**src/hw/adiag_regs.svh**
```systemverilog
// register offsets, error codes and timing counts of the diagnostic block
`ifndef ADIAG_REGS_SVH
`define ADIAG_REGS_SVH
`define ADIAG_OFS_RESET      16'h005A
`define ADIAG_OFS_FUNC       16'h005B
`define ADIAG_OFS_CODE       16'h005C
`define ADIAG_OFS_FAILREG    16'h005D
`define ADIAG_OFS_LASTWR     16'h005E
`define ADIAG_OFS_LASTRD     16'h005F
`define ADIAG_EXC_DETAIL     8'h04
`define ADIAG_ERR_NONE       8'h00
`define ADIAG_ERR_LIMIT      8'h02
`define ADIAG_ERR_SUBIDX     8'h03
`define ADIAG_ERR_TYPE       8'h05
`define ADIAG_ERR_GENERAL    8'h65
`define ADIAG_ERR_TIMEOUT    8'h66
`define ADIAG_ERR_RDONLY     8'h70
`define ADIAG_ERR_GROUPEND   8'h71
`define ADIAG_ERR_MSBNZ      8'h72
`define ADIAG_ERR_LSBONLY    8'h73
`define ADIAG_ERR_MSBONLY    8'h74
`define ADIAG_P32_BASE       17'd20000
`define ADIAG_P32_GROUP      17'd200
`define ADIAG_BLINK_MS       250
`define ADIAG_FLASH_MS       50
`define ADIAG_CLK_KHZ        10000
`define ADIAG_BLINK_CYC      (`ADIAG_BLINK_MS * `ADIAG_CLK_KHZ)
`define ADIAG_FLASH_CYC      (`ADIAG_FLASH_MS * `ADIAG_CLK_KHZ)
`endif

```
**src/hw/adiag_pkg.sv**
```systemverilog
// types of the diagnostic block
package adiag_pkg;
	typedef enum logic [1:0] {ADIAG_OFF = 2'b00, ADIAG_GREEN = 2'b01, ADIAG_RED = 2'b10, ADIAG_ORANGE = 2'b11} adiag_color_t;
	typedef enum logic [2:0] {
		HL_SETUP = 3'b000, HL_OK = 3'b001, HL_LOST = 3'b011, HL_FSERR = 3'b010
	} adiag_host_t;
	typedef enum logic [2:0] {
		PS_DHCP = 3'b000, PS_DAD = 3'b001, PS_IDLE = 3'b011, PS_ACTIVE = 3'b010,
		PS_LINKDN = 3'b110, PS_DISABLED = 3'b111
	} adiag_proto_t;
	// query completion report from the protocol engine
	typedef struct packed {
		logic        done;
		logic        ok;
		logic        is_write;
		logic [7:0]  exc_code;
		logic [7:0]  int_code;
		logic [7:0]  func_code;
		logic [15:0] reg_num;
	} adiag_query_t;
	// register access from the client side
	typedef struct packed {
		logic        wr;
		logic [15:0] addr;
		logic [15:0] wdata;
	} adiag_acc_t;
endpackage

```
**src/hw/adiag_top.sv**
```systemverilog
// diagnostic indicators and internal error registers of the adapter
`timescale 1ns/1ps
`include "adiag_regs.svh"
module adiag_top
	import adiag_pkg::*;
(
	// clock and reset
	input  wire logic         CLK,
	input  wire logic         RST,
	// host drive link state
	input  wire logic         HOST_UP,
	input  wire logic         HOST_LOST,
	input  wire logic         FS_ERROR,
	// network state
	input  wire logic         DHCP_BUSY,
	input  wire logic         DAD_BUSY,
	input  wire logic         IF_DISABLED,
	input  wire logic         LINK_UP,
	input  wire logic         LINK_100M,
	input  wire logic         LINK_ACTIVITY,
	input  wire logic         REQ_RECENT,
	// query report and register access
	input  wire adiag_query_t QUERY,
	input  wire adiag_acc_t   ACC,
	output logic [15:0]       RDATA,
	output logic              ADDR_HIT,
	// indicators
	output adiag_color_t      HOST_LED,
	output adiag_color_t      MODULE_LED,
	output adiag_color_t      SPEED_LED
);
	// two-flop synchronisers for pin-level status inputs
	logic [9:0] sync1_reg;
	logic [9:0] sync2_reg;
	always_ff @(posedge CLK) begin
		if (RST) begin
			sync1_reg <= 10'h000;
			sync2_reg <= 10'h000;
		end else begin
			sync1_reg <= {HOST_UP, HOST_LOST, FS_ERROR, DHCP_BUSY, DAD_BUSY, IF_DISABLED,
				LINK_UP, LINK_100M, LINK_ACTIVITY, REQ_RECENT};
			sync2_reg <= sync1_reg;
		end
	end
	wire s_host_up  = sync2_reg[9];
	wire s_host_lost = sync2_reg[8];
	wire s_fs_err   = sync2_reg[7];
	wire s_dhcp     = sync2_reg[6];
	wire s_dad      = sync2_reg[5];
	wire s_disabled = sync2_reg[4];
	wire s_link     = sync2_reg[3];
	wire s_100m     = sync2_reg[2];
	wire s_act      = sync2_reg[1];
	wire s_recent   = sync2_reg[0];

	// blink and flash phase generators
	logic [31:0] blink_cnt_reg;
	logic [31:0] flash_cnt_reg;
	logic        blink_reg;
	logic        flash_reg;
	wire         blink_wrap = (blink_cnt_reg == 32'(`ADIAG_BLINK_CYC - 1));
	wire         flash_wrap = (flash_cnt_reg == 32'(`ADIAG_FLASH_CYC - 1));
	always_ff @(posedge CLK) begin
		if (RST) begin
			blink_cnt_reg <= 32'h0;
			flash_cnt_reg <= 32'h0;
			blink_reg     <= 1'b0;
			flash_reg     <= 1'b0;
		end else begin
			blink_cnt_reg <= blink_wrap ? 32'h0 : blink_cnt_reg + 32'h1;
			flash_cnt_reg <= flash_wrap ? 32'h0 : flash_cnt_reg + 32'h1;
			if (blink_wrap) blink_reg <= ~blink_reg;
			if (flash_wrap) flash_reg <= ~flash_reg;
		end
	end

	// host-link state selection
	adiag_host_t host_next;
	assign host_next = s_fs_err ? HL_FSERR : s_host_lost ? HL_LOST : s_host_up ? HL_OK : HL_SETUP;

	// protocol state selection, priority from fault to normal
	adiag_proto_t proto_next;
	assign proto_next = s_disabled ? PS_DISABLED :
		!s_link ? PS_LINKDN :
		s_dad ? PS_DAD :
		s_dhcp ? PS_DHCP :
		s_recent ? PS_ACTIVE : PS_IDLE;

	adiag_host_t  host_reg;
	adiag_proto_t proto_reg;
	always_ff @(posedge CLK) begin
		if (RST) begin
			host_reg  <= HL_SETUP;
			proto_reg <= PS_IDLE;
		end else begin
			host_reg  <= host_next;
			proto_reg <= proto_next;
		end
	end

	// indicator colour decode
	adiag_color_t host_col;
	adiag_color_t mod_col;
	adiag_color_t spd_col;
	always_comb begin
		case (host_reg)
			HL_SETUP: host_col = blink_reg ? ADIAG_GREEN : ADIAG_OFF;
			HL_OK:    host_col = ADIAG_GREEN;
			HL_LOST:  host_col = blink_reg ? ADIAG_RED : ADIAG_OFF;
			HL_FSERR: host_col = blink_reg ? ADIAG_ORANGE : ADIAG_OFF;
			default:  host_col = ADIAG_OFF;
		endcase
		if (host_reg == HL_FSERR) begin
			mod_col = blink_reg ? ADIAG_OFF : ADIAG_ORANGE;
		end else begin
			case (proto_reg)
				PS_DHCP:     mod_col = flash_reg ? ADIAG_ORANGE : ADIAG_OFF;
				PS_DAD:      mod_col = ADIAG_ORANGE;
				PS_IDLE:     mod_col = flash_reg ? ADIAG_GREEN : ADIAG_OFF;
				PS_ACTIVE:   mod_col = ADIAG_GREEN;
				PS_LINKDN:   mod_col = flash_reg ? ADIAG_RED : ADIAG_OFF;
				PS_DISABLED: mod_col = ADIAG_RED;
				default:     mod_col = ADIAG_OFF;
			endcase
		end
		if (!s_link) begin
			spd_col = ADIAG_OFF;
		end else if (s_act && flash_reg) begin
			spd_col = ADIAG_OFF;
		end else begin
			spd_col = s_100m ? ADIAG_GREEN : ADIAG_ORANGE;
		end
	end

	always_ff @(posedge CLK) begin
		if (RST) begin
			HOST_LED   <= ADIAG_OFF;
			MODULE_LED <= ADIAG_OFF;
			SPEED_LED  <= ADIAG_OFF;
		end else begin
			HOST_LED   <= host_col;
			MODULE_LED <= mod_col;
			SPEED_LED  <= spd_col;
		end
	end

	// error register bank
	logic [15:0] func_reg;
	logic [15:0] code_reg;
	logic [15:0] failreg_reg;
	logic [15:0] lastwr_reg;
	logic [15:0] lastrd_reg;

	// internal code is passed through as reported (0x02..0x74 set)
	wire q_fail   = QUERY.done && !QUERY.ok && (QUERY.exc_code == `ADIAG_EXC_DETAIL);
	wire q_ok     = QUERY.done && QUERY.ok;
	wire sw_reset = ACC.wr && (ACC.addr == `ADIAG_OFS_RESET) && ACC.wdata[0];
	wire [15:0] fail_code = {8'h00, QUERY.int_code};

	always_ff @(posedge CLK) begin
		if (RST) begin
			func_reg    <= 16'h0000;
			code_reg    <= 16'h0000;
			failreg_reg <= 16'h0000;
		end else if (q_fail) begin
			func_reg    <= {8'h00, QUERY.func_code};
			code_reg    <= fail_code;
			failreg_reg <= QUERY.reg_num;
		end else if (q_ok || sw_reset) begin
			func_reg    <= 16'h0000;
			code_reg    <= {8'h00, `ADIAG_ERR_NONE};
			failreg_reg <= 16'h0000;
		end
	end

	// last successful write and read register numbers
	always_ff @(posedge CLK) begin
		if (RST) begin
			lastwr_reg <= 16'h0000;
			lastrd_reg <= 16'h0000;
		end else if (q_ok) begin
			if (QUERY.is_write) lastwr_reg <= QUERY.reg_num;
			else lastrd_reg <= QUERY.reg_num;
		end else if (sw_reset) begin
			lastwr_reg <= 16'h0000;
			lastrd_reg <= 16'h0000;
		end
	end

	// read decode; 32-bit parameter addresses lie at 20000+200g+2i outside this bank
	always_comb begin
		ADDR_HIT = 1'b1;
		case (ACC.addr)
			`ADIAG_OFS_RESET:   RDATA = 16'h0000;
			`ADIAG_OFS_FUNC:    RDATA = func_reg;
			`ADIAG_OFS_CODE:    RDATA = code_reg;
			`ADIAG_OFS_FAILREG: RDATA = failreg_reg;
			`ADIAG_OFS_LASTWR:  RDATA = lastwr_reg;
			`ADIAG_OFS_LASTRD:  RDATA = lastrd_reg;
			default: begin
				RDATA    = 16'h0000;
				ADDR_HIT = 1'b0;
			end
		endcase
	end

	// checks
	a_fail_capture: assert property (@(posedge CLK) disable iff (RST)
		q_fail |=> code_reg == $past(fail_code) && failreg_reg == $past(QUERY.reg_num))
		else $error("error capture missed");
	a_ok_clears: assert property (@(posedge CLK) disable iff (RST)
		(q_ok && !q_fail) |=> code_reg == 16'h0000 && func_reg == 16'h0000)
		else $error("success did not clear");
	a_reset_clears: assert property (@(posedge CLK) disable iff (RST)
		(sw_reset && !q_fail && !q_ok) |=> lastwr_reg == 16'h0000 && lastrd_reg == 16'h0000)
		else $error("reset command did not clear");
	a_zero_ignored: assert property (@(posedge CLK) disable iff (RST)
		(ACC.wr && ACC.addr == `ADIAG_OFS_RESET && !ACC.wdata[0] && !QUERY.done) |=> $stable(code_reg))
		else $error("zero write changed registers");
	a_last_write: assert property (@(posedge CLK) disable iff (RST)
		(q_ok && QUERY.is_write) |=> lastwr_reg == $past(QUERY.reg_num) && $stable(lastrd_reg))
		else $error("last write not recorded");
	a_host_ok: assert property (@(posedge CLK) disable iff (RST)
		host_reg == HL_OK |=> HOST_LED == ADIAG_GREEN)
		else $error("host ok not steady green");
	a_fs_alternate: assert property (@(posedge CLK) disable iff (RST)
		host_reg == HL_FSERR |=> HOST_LED != MODULE_LED)
		else $error("file error not alternating");
	a_link_dark: assert property (@(posedge CLK) disable iff (RST)
		!s_link |=> SPEED_LED == ADIAG_OFF)
		else $error("speed lit with link down");
	a_disabled_red: assert property (@(posedge CLK) disable iff (RST)
		(proto_reg == PS_DISABLED && host_reg != HL_FSERR) |=> MODULE_LED == ADIAG_RED)
		else $error("disabled not steady red");
	a_dad_orange: assert property (@(posedge CLK) disable iff (RST)
		(proto_reg == PS_DAD && host_reg != HL_FSERR) |=> MODULE_LED == ADIAG_ORANGE)
		else $error("dad not steady orange");

	// host indicator phases follow the slow blink
	a_setup_blink: assert property (@(posedge CLK) disable iff (RST)
		host_reg == HL_SETUP |=> HOST_LED == ($past(blink_reg) ? ADIAG_GREEN : ADIAG_OFF))
		else $error("setup not blinking green");

	a_lost_blink: assert property (@(posedge CLK) disable iff (RST)
		host_reg == HL_LOST |=> HOST_LED == ($past(blink_reg) ? ADIAG_RED : ADIAG_OFF))
		else $error("lost not blinking red");

	a_fs_host_phase: assert property (@(posedge CLK) disable iff (RST)
		host_reg == HL_FSERR |=> HOST_LED == ($past(blink_reg) ? ADIAG_ORANGE : ADIAG_OFF))
		else $error("file error host phase wrong");

	a_fs_mod_phase: assert property (@(posedge CLK) disable iff (RST)
		host_reg == HL_FSERR |=> MODULE_LED == ($past(blink_reg) ? ADIAG_OFF : ADIAG_ORANGE))
		else $error("file error module phase wrong");

	a_fs_priority: assert property (@(posedge CLK) disable iff (RST)
		s_fs_err |=> host_reg == HL_FSERR)
		else $error("file error not taking priority");

	// protocol indicator phases follow the fast flash
	a_dhcp_flash: assert property (@(posedge CLK) disable iff (RST)
		(proto_reg == PS_DHCP && host_reg != HL_FSERR)
		|=> MODULE_LED == ($past(flash_reg) ? ADIAG_ORANGE : ADIAG_OFF))
		else $error("dhcp not flashing orange");

	a_idle_flash: assert property (@(posedge CLK) disable iff (RST)
		(proto_reg == PS_IDLE && host_reg != HL_FSERR)
		|=> MODULE_LED == ($past(flash_reg) ? ADIAG_GREEN : ADIAG_OFF))
		else $error("idle not flashing green");

	a_active_green: assert property (@(posedge CLK) disable iff (RST)
		(proto_reg == PS_ACTIVE && host_reg != HL_FSERR) |=> MODULE_LED == ADIAG_GREEN)
		else $error("active not steady green");

	a_linkdn_flash: assert property (@(posedge CLK) disable iff (RST)
		(proto_reg == PS_LINKDN && host_reg != HL_FSERR)
		|=> MODULE_LED == ($past(flash_reg) ? ADIAG_RED : ADIAG_OFF))
		else $error("link down not flashing red");

	a_disabled_prio: assert property (@(posedge CLK) disable iff (RST)
		s_disabled |=> proto_reg == PS_DISABLED)
		else $error("disabled not taking priority");

	// speed indicator colour and activity blanking
	a_speed_fast: assert property (@(posedge CLK) disable iff (RST)
		(s_link && s_100m && !(s_act && flash_reg)) |=> SPEED_LED == ADIAG_GREEN)
		else $error("fast link not green");

	a_speed_slow: assert property (@(posedge CLK) disable iff (RST)
		(s_link && !s_100m && !(s_act && flash_reg)) |=> SPEED_LED == ADIAG_ORANGE)
		else $error("slow link not orange");

	a_speed_blank: assert property (@(posedge CLK) disable iff (RST)
		(s_link && s_act && flash_reg) |=> SPEED_LED == ADIAG_OFF)
		else $error("activity did not blank speed");

	// phase counters stay inside their periods
	a_blink_bound: assert property (@(posedge CLK) disable iff (RST)
		blink_cnt_reg < 32'(`ADIAG_BLINK_CYC))
		else $error("blink counter out of range");

	a_flash_bound: assert property (@(posedge CLK) disable iff (RST)
		flash_cnt_reg < 32'(`ADIAG_FLASH_CYC))
		else $error("flash counter out of range");

	// error bank capture, refusal and clearing
	a_func_capture: assert property (@(posedge CLK) disable iff (RST)
		q_fail |=> func_reg == {8'h00, $past(QUERY.func_code)})
		else $error("function code not captured");

	a_exc_refused: assert property (@(posedge CLK) disable iff (RST)
		(QUERY.done && !QUERY.ok && QUERY.exc_code != `ADIAG_EXC_DETAIL && !sw_reset)
		|=> $stable(code_reg) && $stable(func_reg) && $stable(failreg_reg))
		else $error("other exception changed registers");

	a_code_upper: assert property (@(posedge CLK) disable iff (RST)
		code_reg[15:8] == 8'h00)
		else $error("error code upper byte set");

	a_reset_fields: assert property (@(posedge CLK) disable iff (RST)
		(sw_reset && !q_fail) |=> func_reg == 16'h0000 && code_reg == 16'h0000 && failreg_reg == 16'h0000)
		else $error("reset command left failure fields");

	a_ro_ignored: assert property (@(posedge CLK) disable iff (RST)
		(ACC.wr && ADDR_HIT && ACC.addr != `ADIAG_OFS_RESET && !QUERY.done)
		|=> $stable(func_reg) && $stable(code_reg) && $stable(lastwr_reg))
		else $error("read-only write changed registers");

	a_last_read: assert property (@(posedge CLK) disable iff (RST)
		(q_ok && !QUERY.is_write) |=> lastrd_reg == $past(QUERY.reg_num) && $stable(lastwr_reg))
		else $error("last read not recorded");

	a_hit_map: assert property (@(posedge CLK) disable iff (RST)
		ADDR_HIT == (ACC.addr >= `ADIAG_OFS_RESET && ACC.addr <= `ADIAG_OFS_LASTRD))
		else $error("address hit decode wrong");
endmodule

```
**config.mk**
```make
export PLATFORM = sky130hd
export DESIGN_NAME = adiag_top
export DESIGN_NICKNAME = d
export VERILOG_FILES = /design/src/hw/adiag_pkg.sv /design/src/hw/adiag_top.sv
export VERILOG_INCLUDE_DIRS = /design/src /design/src/hw
export SDC_FILE = /design/constraint.sdc
export NUM_CORES = 1
export LEC_CHECK = 0
export ABC_CLOCK_PERIOD_IN_PS = 2100
export BUFFER_PORTS_ARGS = -buffer_cell sky130_fd_sc_hd__buf_2
export CAP_MARGIN = 10
export CORE_UTILIZATION = 30
export DETAILED_ROUTE_END_ITERATION = 10
export GPL_TIMING_DRIVEN = 0
export PLACE_DENSITY_LB_ADDON = 0.3
export SYNTH_ARGS = -nofsm -noshare
export SYNTH_HDL_FRONTEND = slang
export SYNTH_SLANG_ARGS = --single-unit
```
**constraint.sdc**
```tcl
create_clock -name CLK -period 2.1 [get_ports CLK]
set_input_delay 0.21 -clock CLK [delete_from_list [all_inputs] [get_ports CLK]]
set_output_delay 0.21 -clock CLK [all_outputs]
set_load 0.05 [all_outputs]
```
==> flow_summary.json, run 1 <==
{
  "status": "completed",
  "grt_pass1_wl_mm": 28.3,
  "ios": 111,
  "firstDrtPassIters": 5,
  "overflow": 0,
  "critPathLaunchType": "primary input",
  "yosysWarnings": 0,
  "worstMarginPinSlew_ns": 0.991,
  "clk_pin_slew_ns": 0.06,
  "cp.arrival_ns": 1.79,
  "synth_fa_ha_area_frac": 0.00373,
  "port_buffers": 93,
  "rows": 54,
  "avgSynthCellArea_sq_um": 9.44,
  "hpwl_mm": 12.0,
  "muxShareOfSynthArea": 0.0449,
  "grt_usage": 0.157,
  "synth_top_cell_by_area": "dfxtp_1",
  "cts_buffers": 17,
  "power_density_mw_per_mm2": 769,
  "maxCapViolCount": 0,
  "nNetsFinal": 942,
  "die-area_sq_mm": 0.0230,
  "ys_top_cells_by_area": "dfxtp_1, a22o_1, o2bb2ai_1",
  "syn_area_sq_mm": 0.00671,
  "fmax_mhz": 499,
  "ys_ff_latch": 161,
  "antenna_found_initial": 1,
  "synth_edf_count": 0,
  "drt-initial-drc-count": 255,
  "synth_top_area_share": 0.480,
  "drc": 0,
  "multi_input_comb_area_sq_mm": 0.00337,
  "endpoint_kind": "primary output",
  "critPathRequiredTime_ns": 1.89,
  "async_reset_ff_frac": 0,
  "place_area_sq_mm": 0.00755,
  "initial_utilization": 0.307,
  "totalWireLength_mm": 17.4,
  "yosysSeqAreaShare": 0.480,
  "gp_congestion": 0.794,
  "ys_types": 47,
  "setup_violations": 0,
  "synth_compound_area_frac": 0.185,
  "period_needed_ns": 2.00,
  "clockBufferDepth": 2,
  "worst-setup-path-type": "in2out",
  "grt_max_degree": 17,
  "clock_skew_ns": 0.0146,
  "vias_per_cell": 5.12,
  "relSlewSlack": 0.338,
  "min_path_type": "in2reg",
  "drv_slew": 0,
  "wl_per_cell_microns": 15.2,
  "die_height_microns": 152,
  "fin_area_sq_mm": 0.00852,
  "dieWidth_microns": 152,
  "grt_pass1_vias": 5480,
  "synthFlopType": "dfxtp_1",
  "tritoncts": "done",
  "synth-xor-area-share": 0.0313,
  "fin_crit_sh": 0.955,
  "core-area_sq_mm": 0.0219,
  "preCtsSetupSlack_ns": -0.588,
  "vias": 5855,
  "cts-root-buf": "clkbuf_16",
  "syn-num-nets": 801,
  "detail-route-antenna-nets": 0,
  "synthesis.instances": 711,
  "yosys.area_share.simple": 0.220,
  "drive_above_1_share": 0.237,
  "peakVddDrop_v": 0.000538,
  "cts.sinks": 161,
  "critPathMaxFanout": 8,
  "antenna_cells": 0,
  "syn_to_final_growth_pct": 26.9,
  "worst_slack_ns": 0.0954,
  "synth_top_family_by_area": "simple AND/OR/NAND/NOR gates",
  "cts_max_level": 4,
  "register_area_sq_mm": 0.00324,
  "power.leakage_uw": 0.00299,
  "rsz0062_at_grt": "yes",
  "clk_latency_ns": 0.43,
  "hold_viol": 0,
  "fillers": 2249
}
[logic make-up (layout without fill, tap and decap cells)]
logic type / Yosys count / after routing
AND/OR/NAND/NOR: 276 / 276
buffers and inverters: 56 / 209
adder cells (fa/ha/maj): 2 / 2
XOR/XNOR: 24 / 24
flip-flops: 161 / 161
AO/OA/AOI/OAI: 173 / 173
multiplexers: 19 / 19
[final timing paths]
kind | start | endpoint | slack [ns] | depth (start not counted)
max | ACC[27] | RDATA[10] | 0.1 | 6
min | QUERY[16] | func_reg[0] | 0.01 | 2
max reg2reg | blink_cnt_reg[8] | blink_cnt_reg[19] | 0.12 | 5
min reg2reg | sync2_reg[2] | SPEED_LED[1] | 0.39 | 1
[synthesized netlist by cell type (4+ instances only)]
master       n
buf_2       10
nand3_1     22
clkbuf_1    24
o21ai_0     27
nand2_1     60
dfxtp_1    161
and3_1       6
nor2_1      59
nor4b_1      4
mux2_2       9
mux4_2       8
xnor2_1     15
xor2_1       9
or3_1       22
o31ai_1     16
nor2b_1     22
nor4_1      14
a21oi_1     37
nand4_1     17
nor3_1      12
and4_1       8
or4_1       20
a22oi_1     16
inv_1       16
a22o_1      32
o2bb2ai_1   32
[stage by stage]
stage	total power (uW)	hold WS, ns	utilization	instances	TNS [ns]
floorplan	3390	0.327	-	711	0
global placement	3550	0.381	0.345	1084	-22.61
detailed placement	3550	0.388	0.345	1084	-21.07
CTS	6620	0.000106	0.384	1141	0
global route	6800	0.00500	0.389	1144	-0.0228
finish	6560	0.0143	0.389	1144	0
[power by group]
part	total [uW]	switching, uW	internal (uW)
logic	383	214	169
clock network	3020	1330	1700
registers	3150	38.5	3110
[what timing repair did]
item	in CTS	in global routing
buffers inserted	2	3
hold endpoints to repair	24	0
endpoints found under the setup margin	55	69
cloned	0	0
hold buffers	24	0
pin swaps	2	3
gates resized for setup	17	34
[cell type report]
type	count	share of cell area
plain buffers	40	0.0223
clock inverters	11	0.0142
multi-input cells	494	0.395
well taps	280	0.0411
repair buffers	122	0.0872
flip-flops and latches	161	0.381
clock buffers	20	0.0524
inverters	16	0.00705
[worst max-delay path: stages]
cell and delay [ns]:
buf_2 0.11, nor4b_2 0.36, and4_2 0.36, nand2_1 0.23, nor2_1 0.22, buf_2 0.29
[layout by cell type (no fill, tap or decap), types with 20 or more instances in the layout]
| cell type | n |
|---|---|
| o21ai_0 | 26 |
| a22o_1 | 32 |
| buf_2 | 103 |
| nand3_1 | 20 |
| a21oi_1 | 37 |
| nand2_1 | 60 |
| or3_1 | 22 |
| dfxtp_1 | 149 |
| dlygate4sd3_1 | 24 |
| nor2_1 | 51 |
| nor2b_1 | 22 |
| o2bb2ai_1 | 32 |
[metal layers]
| metal | global-route usage | up-vias | routed length (microns) |
|---|---|---|---|
| met4 | 0.0614 | 2 | 293 |
| met2 | 0.249 | 119 | 8190 |
| li1 | - | 2941 | - |
| met5 | 0 | - | 8 |
| met3 | 0.0356 | 25 | 692 |
| met1 | 0.207 | 2768 | 8250 |
Note: power is estimated with default switching activity, not from simulation.
==> run 2: changes to the inputs <==
ABC_AREA = 1   (was default)
==> run 2 against run 1 <==
Clock skew up 0.0056 ns. Synthesized area up 15%. Cell count up 40%. Clock power about the same. Global-route usage up 2.4 points. Power down 0.65%. Routed wire length up 35%. Register-to-register slack better by 0.17 ns. Highest routed layer unchanged. Critical path depth up 3. Non-clock buffer count down 11. Count of clock-buffer cells in the layout down 3. Design area up 9.4%.
==> flow_summary.json, run 2 <==
{
  "yosys.cell_count.top_type": "nand2_1",
  "clock_skew_ns": 0.0202,
  "synth_top_cell_by_area": "dfxtp_1",
  "gp_congestion": 0.886,
  "vias_per_cell": 4.85,
  "critPathMaxFanout": 10,
  "r2r_slack_ns": 0.29,
  "wl_per_cell_microns": 14.7,
  "overflow": 0,
  "grt_usage": 0.182,
  "slowest_delay_ns": 0.28,
  "holdPathStages": 3,
  "setup_violations": 0,
  "firstDrtPassIters": 6,
  "antenna_cells": 0,
  "r2r-start": "blink_cnt_reg[0]",
  "die-area_sq_mm": 0.0263,
  "drive_above_1_share": 0.155,
  "initial_utilization": 0.306,
  "totalWireLength_mm": 23.5,
  "critPathLaunchType": "primary input",
  "ys_ff_latch": 161,
  "cp.arrival_ns": 1.78,
  "grt_max_degree": 18,
  "status": "completed",
  "worst-setup-path-type": "in2out",
  "crit_family": "simple AND/OR/NAND/NOR gates",
  "r2r_end": "blink_cnt_reg[18]",
  "yosysWarnings": 0,
  "core-area_sq_mm": 0.0252,
  "drc": 0,
  "endpoint_kind": "primary output",
  "fmax_mhz": 503,
  "dp.cells": 1551,
  "power.leakage_uw": 0.00342,
  "detail-route-antenna-nets": 0,
  "fin_crit_sh": 0.946,
  "clockBufferDepth": 2,
  "port_buffers": 94,
  "cts_buffers": 17,
  "grt_pass1_wl_mm": 37.4,
  "cp_common_cell": "buf_2",
  "clk_latency_ns": 0.44,
  "hpwl_mm": 17.7,
  "cts.sinks": 161,
  "crit_chain": "buf_2, nor2_1, nand2_2, nor2_4, nor3b_4, buf_4, nand2_1, nand3_1, buf_2",
  "power_density_mw_per_mm2": 699,
  "reg2reg_depth": 9,
  "ys_top_cells_by_count": "nand2_1, dfxtp_1, nor2_1",
  "nNetsFinal": 1345,
  "drt-initial-drc-count": 561,
  "die_height_microns": 162,
  "instances_no_fill": 1598,
  "relSlewSlack": 0.537,
  "fin_tns_setup_ns": 0,
  "worstMarginPinSlew_ns": 0.695,
  "vias": 7758,
  "synthesis.instances": 1127,
  "min_path_type": "in2reg",
  "maxCapViolCount": 0,
  "hp-start": "QUERY[25]",
  "clk_pin_slew_ns": 0.08,
  "drv_slew": 0,
  "cts_max_level": 4,
  "rows": 58,
  "fillers": 2720,
  "syn-num-nets": 1217,
  "layout_common_cells": "nand2_1, dfxtp_1, nor2_1, nand3_1, inv_1",
  "period_needed_ns": 1.99,
  "syn_to_final_growth_pct": 21.1,
  "grt_pass1_vias": 7130,
  "cts-root-buf": "clkbuf_16",
  "hold_viol": 0,
  "layout_commonest_cell": "nand2_1",
  "ys_top_cells_by_area": "dfxtp_1, nand2_1, nor2_1",
  "fin_util": 0.370,
  "antenna_found_initial": 1,
  "total_power_uw": 6510,
  "dieWidth_microns": 162,
  "register_area_sq_mm": 0.00322,
  "async_reset_ff_frac": 0,
  "synth_top_area_share": 0.419,
  "yosysSeqAreaShare": 0.419,
  "whs_endpoint": "code_reg[1]",
  "peakVddDrop_v": 0.000379,
  "multi_input_comb_area_sq_mm": 0.00382,
  "tritoncts": "done",
  "holdWs_ns": 0.0329,
  "cp_num_buf_inv": 3,
  "synth_edf_count": 0,
  "avgSynthCellArea_sq_um": 6.83,
  "ys_types": 38,
  "ios": 111,
  "syn_area_sq_mm": 0.00769,
  "critPathRequiredTime_ns": 1.89,
  "synthFlopType": "dfxtp_1",
  "worst_path_max_delay_cell": "nor3b_4"
}
-- run 2: worst max-delay path by stage --
| stage | startpoint | endpoint | depth (start not counted) |
|---|---|---|---|
| after global routing | ACC[29] | RDATA[5] | 10 |
| final | ACC[21] | RDATA[3] | 9 |
| after floorplan | ACC[21] | RDATA[4] | 8 |
| after global placement | ACC[21] | RDATA[10] | 9 |
| after detailed placement | ACC[30] | RDATA[4] | 12 |
| after CTS | ACC[30] | RDATA[4] | 12 |
-- run 2: metrics by stage --
step                setup WS, ns  area, sq um
finish                     0.113         9320
global route             -0.0105         9320
CTS                      0.00424         9250
detailed placement       0.00446         8580
global placement         -0.0153         8580
floorplan                  0.174         7690
-- run 2: area by class of cell --
cell class                      count  share of cell area
Buffer                             42              0.0208
Clock buffer                       17              0.0456
Clock inverter                     15              0.0153
Inverter                          128              0.0515
Multi-Input combinational cell    796               0.410
Sequential cell                   161               0.346
Tap cell                          330              0.0443
Timing Repair Buffer              109              0.0666
-- run 2: layer usage --
metal  global-route usage  wire length (microns)  part of all wire
met1                0.241                  10800              0.46
met3               0.0294                   1330             0.057
met4               0.0626                    528             0.022
met5                    0                     13           0.00055
met2                0.298                  10800              0.46
-- run 2: logic make-up after synthesis --
family                   count (synthesis)  share of synthesized area
buffers and inverters                  170                     0.0872
adder cells (fa/ha/maj)                  2                    0.00325
XOR/XNOR                                25                     0.0285
AND/OR/NAND/NOR                        648                      0.382
AO/OA/AOI/OAI                          121                     0.0805
flip-flops                             161                      0.419
-- run 2: worst reg2reg max path, cell delays in order (launching register included) --
cell,delay (ns)
dfxtp_1,0.38
ha_1,0.24
nand3_2,0.20
nor2_2,0.29
inv_2,0.09
nor2_1,0.14
nand3_1,0.11
xnor2_1,0.17
nand2_1,0.07
inv_1,0.03
-- run 2: what timing repair did --
item,CTS,global route
hold endpoints to repair,10,0
hold buffers,10,0
resized for setup,0,16
setup endpoints to repair,0,17
buffers inserted,0,5
-- run 2: report_power, final --
group          internal (uW)  switching, uW
combinational            123            218
sequential              3110           32.2
clock                   1570           1460
==> run 3: changes to the inputs <==
RECOVER_POWER = 25   (was default)
==> run 3 against run 2 <==
Design area shrank 0.12%. Non-clock buffer count stayed put. Worst hold slack got worse by 0.0010 ns.
==> flow_summary.json, run 3 (synthesized netlist as in run 2, its figures left out) <==
{
  "status": "completed",
  "cp_num_buf_inv": 3,
  "firstDrtPassIters": 6,
  "place_area_sq_mm": 0.00858,
  "critPathLaunchType": "primary input",
  "worst_path_max_delay_cell": "nor3b_4",
  "rows": 58,
  "core-area_sq_mm": 0.0252,
  "drc": 0,
  "die_height_microns": 162,
  "period_needed_ns": 1.98,
  "totalWireLength_mm": 23.5,
  "grt_max_degree": 18,
  "fillers": 2725,
  "port_buffers": 94,
  "layout_common_cells": "nand2_1, dfxtp_1, nor2_1, nand3_1, inv_1",
  "antenna_cells": 0,
  "gp_congestion": 0.886,
  "cp.arrival_ns": 1.77,
  "vias_per_cell": 4.85,
  "cp_common_cell": "buf_2",
  "r2r-start": "flash_cnt_reg[0]",
  "cts.sinks": 161,
  "initial_utilization": 0.306,
  "critPathRequiredTime_ns": 1.89,
  "tritoncts": "done",
  "drt-initial-drc-count": 574,
  "crit_chain": "buf_2, nor2_1, nand2_2, nor2_4, nor3b_4, buf_4, nand2_1, nand3_1, buf_2",
  "critPathMaxFanout": 10,
  "setup_violations": 0,
  "dp.cells": 1551,
  "antenna_found_initial": 1,
  "drive_above_1_share": 0.148,
  "holdPathStages": 3,
  "hpwl_mm": 17.7,
  "endpoint_kind": "primary output",
  "reg2reg_depth": 10,
  "wl_per_cell_microns": 14.7,
  "clk_pin_slew_ns": 0.08,
  "maxCapViolCount": 0,
  "clock_skew_ns": 0.0201,
  "hp-start": "QUERY[25]",
  "instances_no_fill": 1598,
  "total_power_uw": 6510,
  "cts_buffers": 17,
  "grt_usage": 0.182,
  "vias": 7755,
  "overflow": 0,
  "power.leakage_uw": 0.00339,
  "worstMarginPinSlew_ns": 0.685,
  "dieWidth_microns": 162,
  "clk_latency_ns": 0.44,
  "relSlewSlack": 0.544,
  "startpoint": "ACC[21]",
  "fin_crit_sh": 0.942,
  "fin_util": 0.370,
  "die-area_sq_mm": 0.0263,
  "power_density_mw_per_mm2": 699,
  "syn_to_final_growth_pct": 21.0,
  "grt_pass1_wl_mm": 37.4,
  "register_area_sq_mm": 0.00322,
  "cts-root-buf": "clkbuf_16",
  "layout_commonest_cell": "nand2_1",
  "multi_input_comb_area_sq_mm": 0.00382,
  "slowest_delay_ns": 0.28,
  "worst-setup-path-type": "in2out",
  "fmax_mhz": 505,
  "ios": 111,
  "hold_viol": 0,
  "clockBufferDepth": 2,
  "min_path_type": "in2reg",
  "drv_slew": 0,
  "nNetsFinal": 1345,
  "cts_max_level": 4,
  "fin_area_sq_mm": 0.00931,
  "holdWs_ns": 0.0318,
  "detail-route-antenna-nets": 0,
  "path_depth": 9,
  "grt_pass1_vias": 7130,
  "peakVddDrop_v": 0.000378,
  "crit_family": "simple AND/OR/NAND/NOR gates"
}
run 3: what timing repair did:
item,in CTS,in global routing
resized for setup,0,16
buffers inserted,0,5
hold endpoints to repair,10,0
endpoints found under the setup margin,0,17
hold buffers,10,0
run 3: through the flow:
step | setup TNS [ns] | setup slack, ns
floorplan | 0 | 0.174
global placement | -0.0649 | -0.0153
detailed placement | 0 | 0.00446
CTS | 0 | 0.00424
global route | -0.0105 | -0.0105
finish | 0 | 0.121
run 3: layout make-up:
class	instances	share of cell area
sequential	161	0.346
inverter	128	0.0516
buffer	42	0.0207
clock inverter	15	0.0153
clock buffer	17	0.0457
multi-input combinational	796	0.411
timing repair buffer	109	0.0656
tap	330	0.0443
run 3: where the power goes:
part	switching, uW	internal (uW)	total, uW
registers	32.2	3110	3140
logic	218	121	340
clock network	1460	1570	3030
total	1710	4800	6510
run 3: per-layer routing:
metal  global-route usage  up-vias  routed length (microns)
li1                     -     3925                        -
met1                0.241     3559                    11000
met2                0.298      230                    10800
met3               0.0294       39                     1170
met4               0.0626        2                      560
met5                    0        -                       13
run 3: worst paths after layout:
path                                          end  slack, ns
worst max register to register  flash_cnt_reg[16]       0.30
worst min-delay path                  code_reg[1]       0.03
worst min register to register       sync2_reg[9]       0.40
worst max-delay path                     RDATA[3]       0.12
run 3: worst min-delay path, stage by stage:
cell     delay [ns]
buf_2          0.10
nand2_1        0.06
a21oi_1        0.06
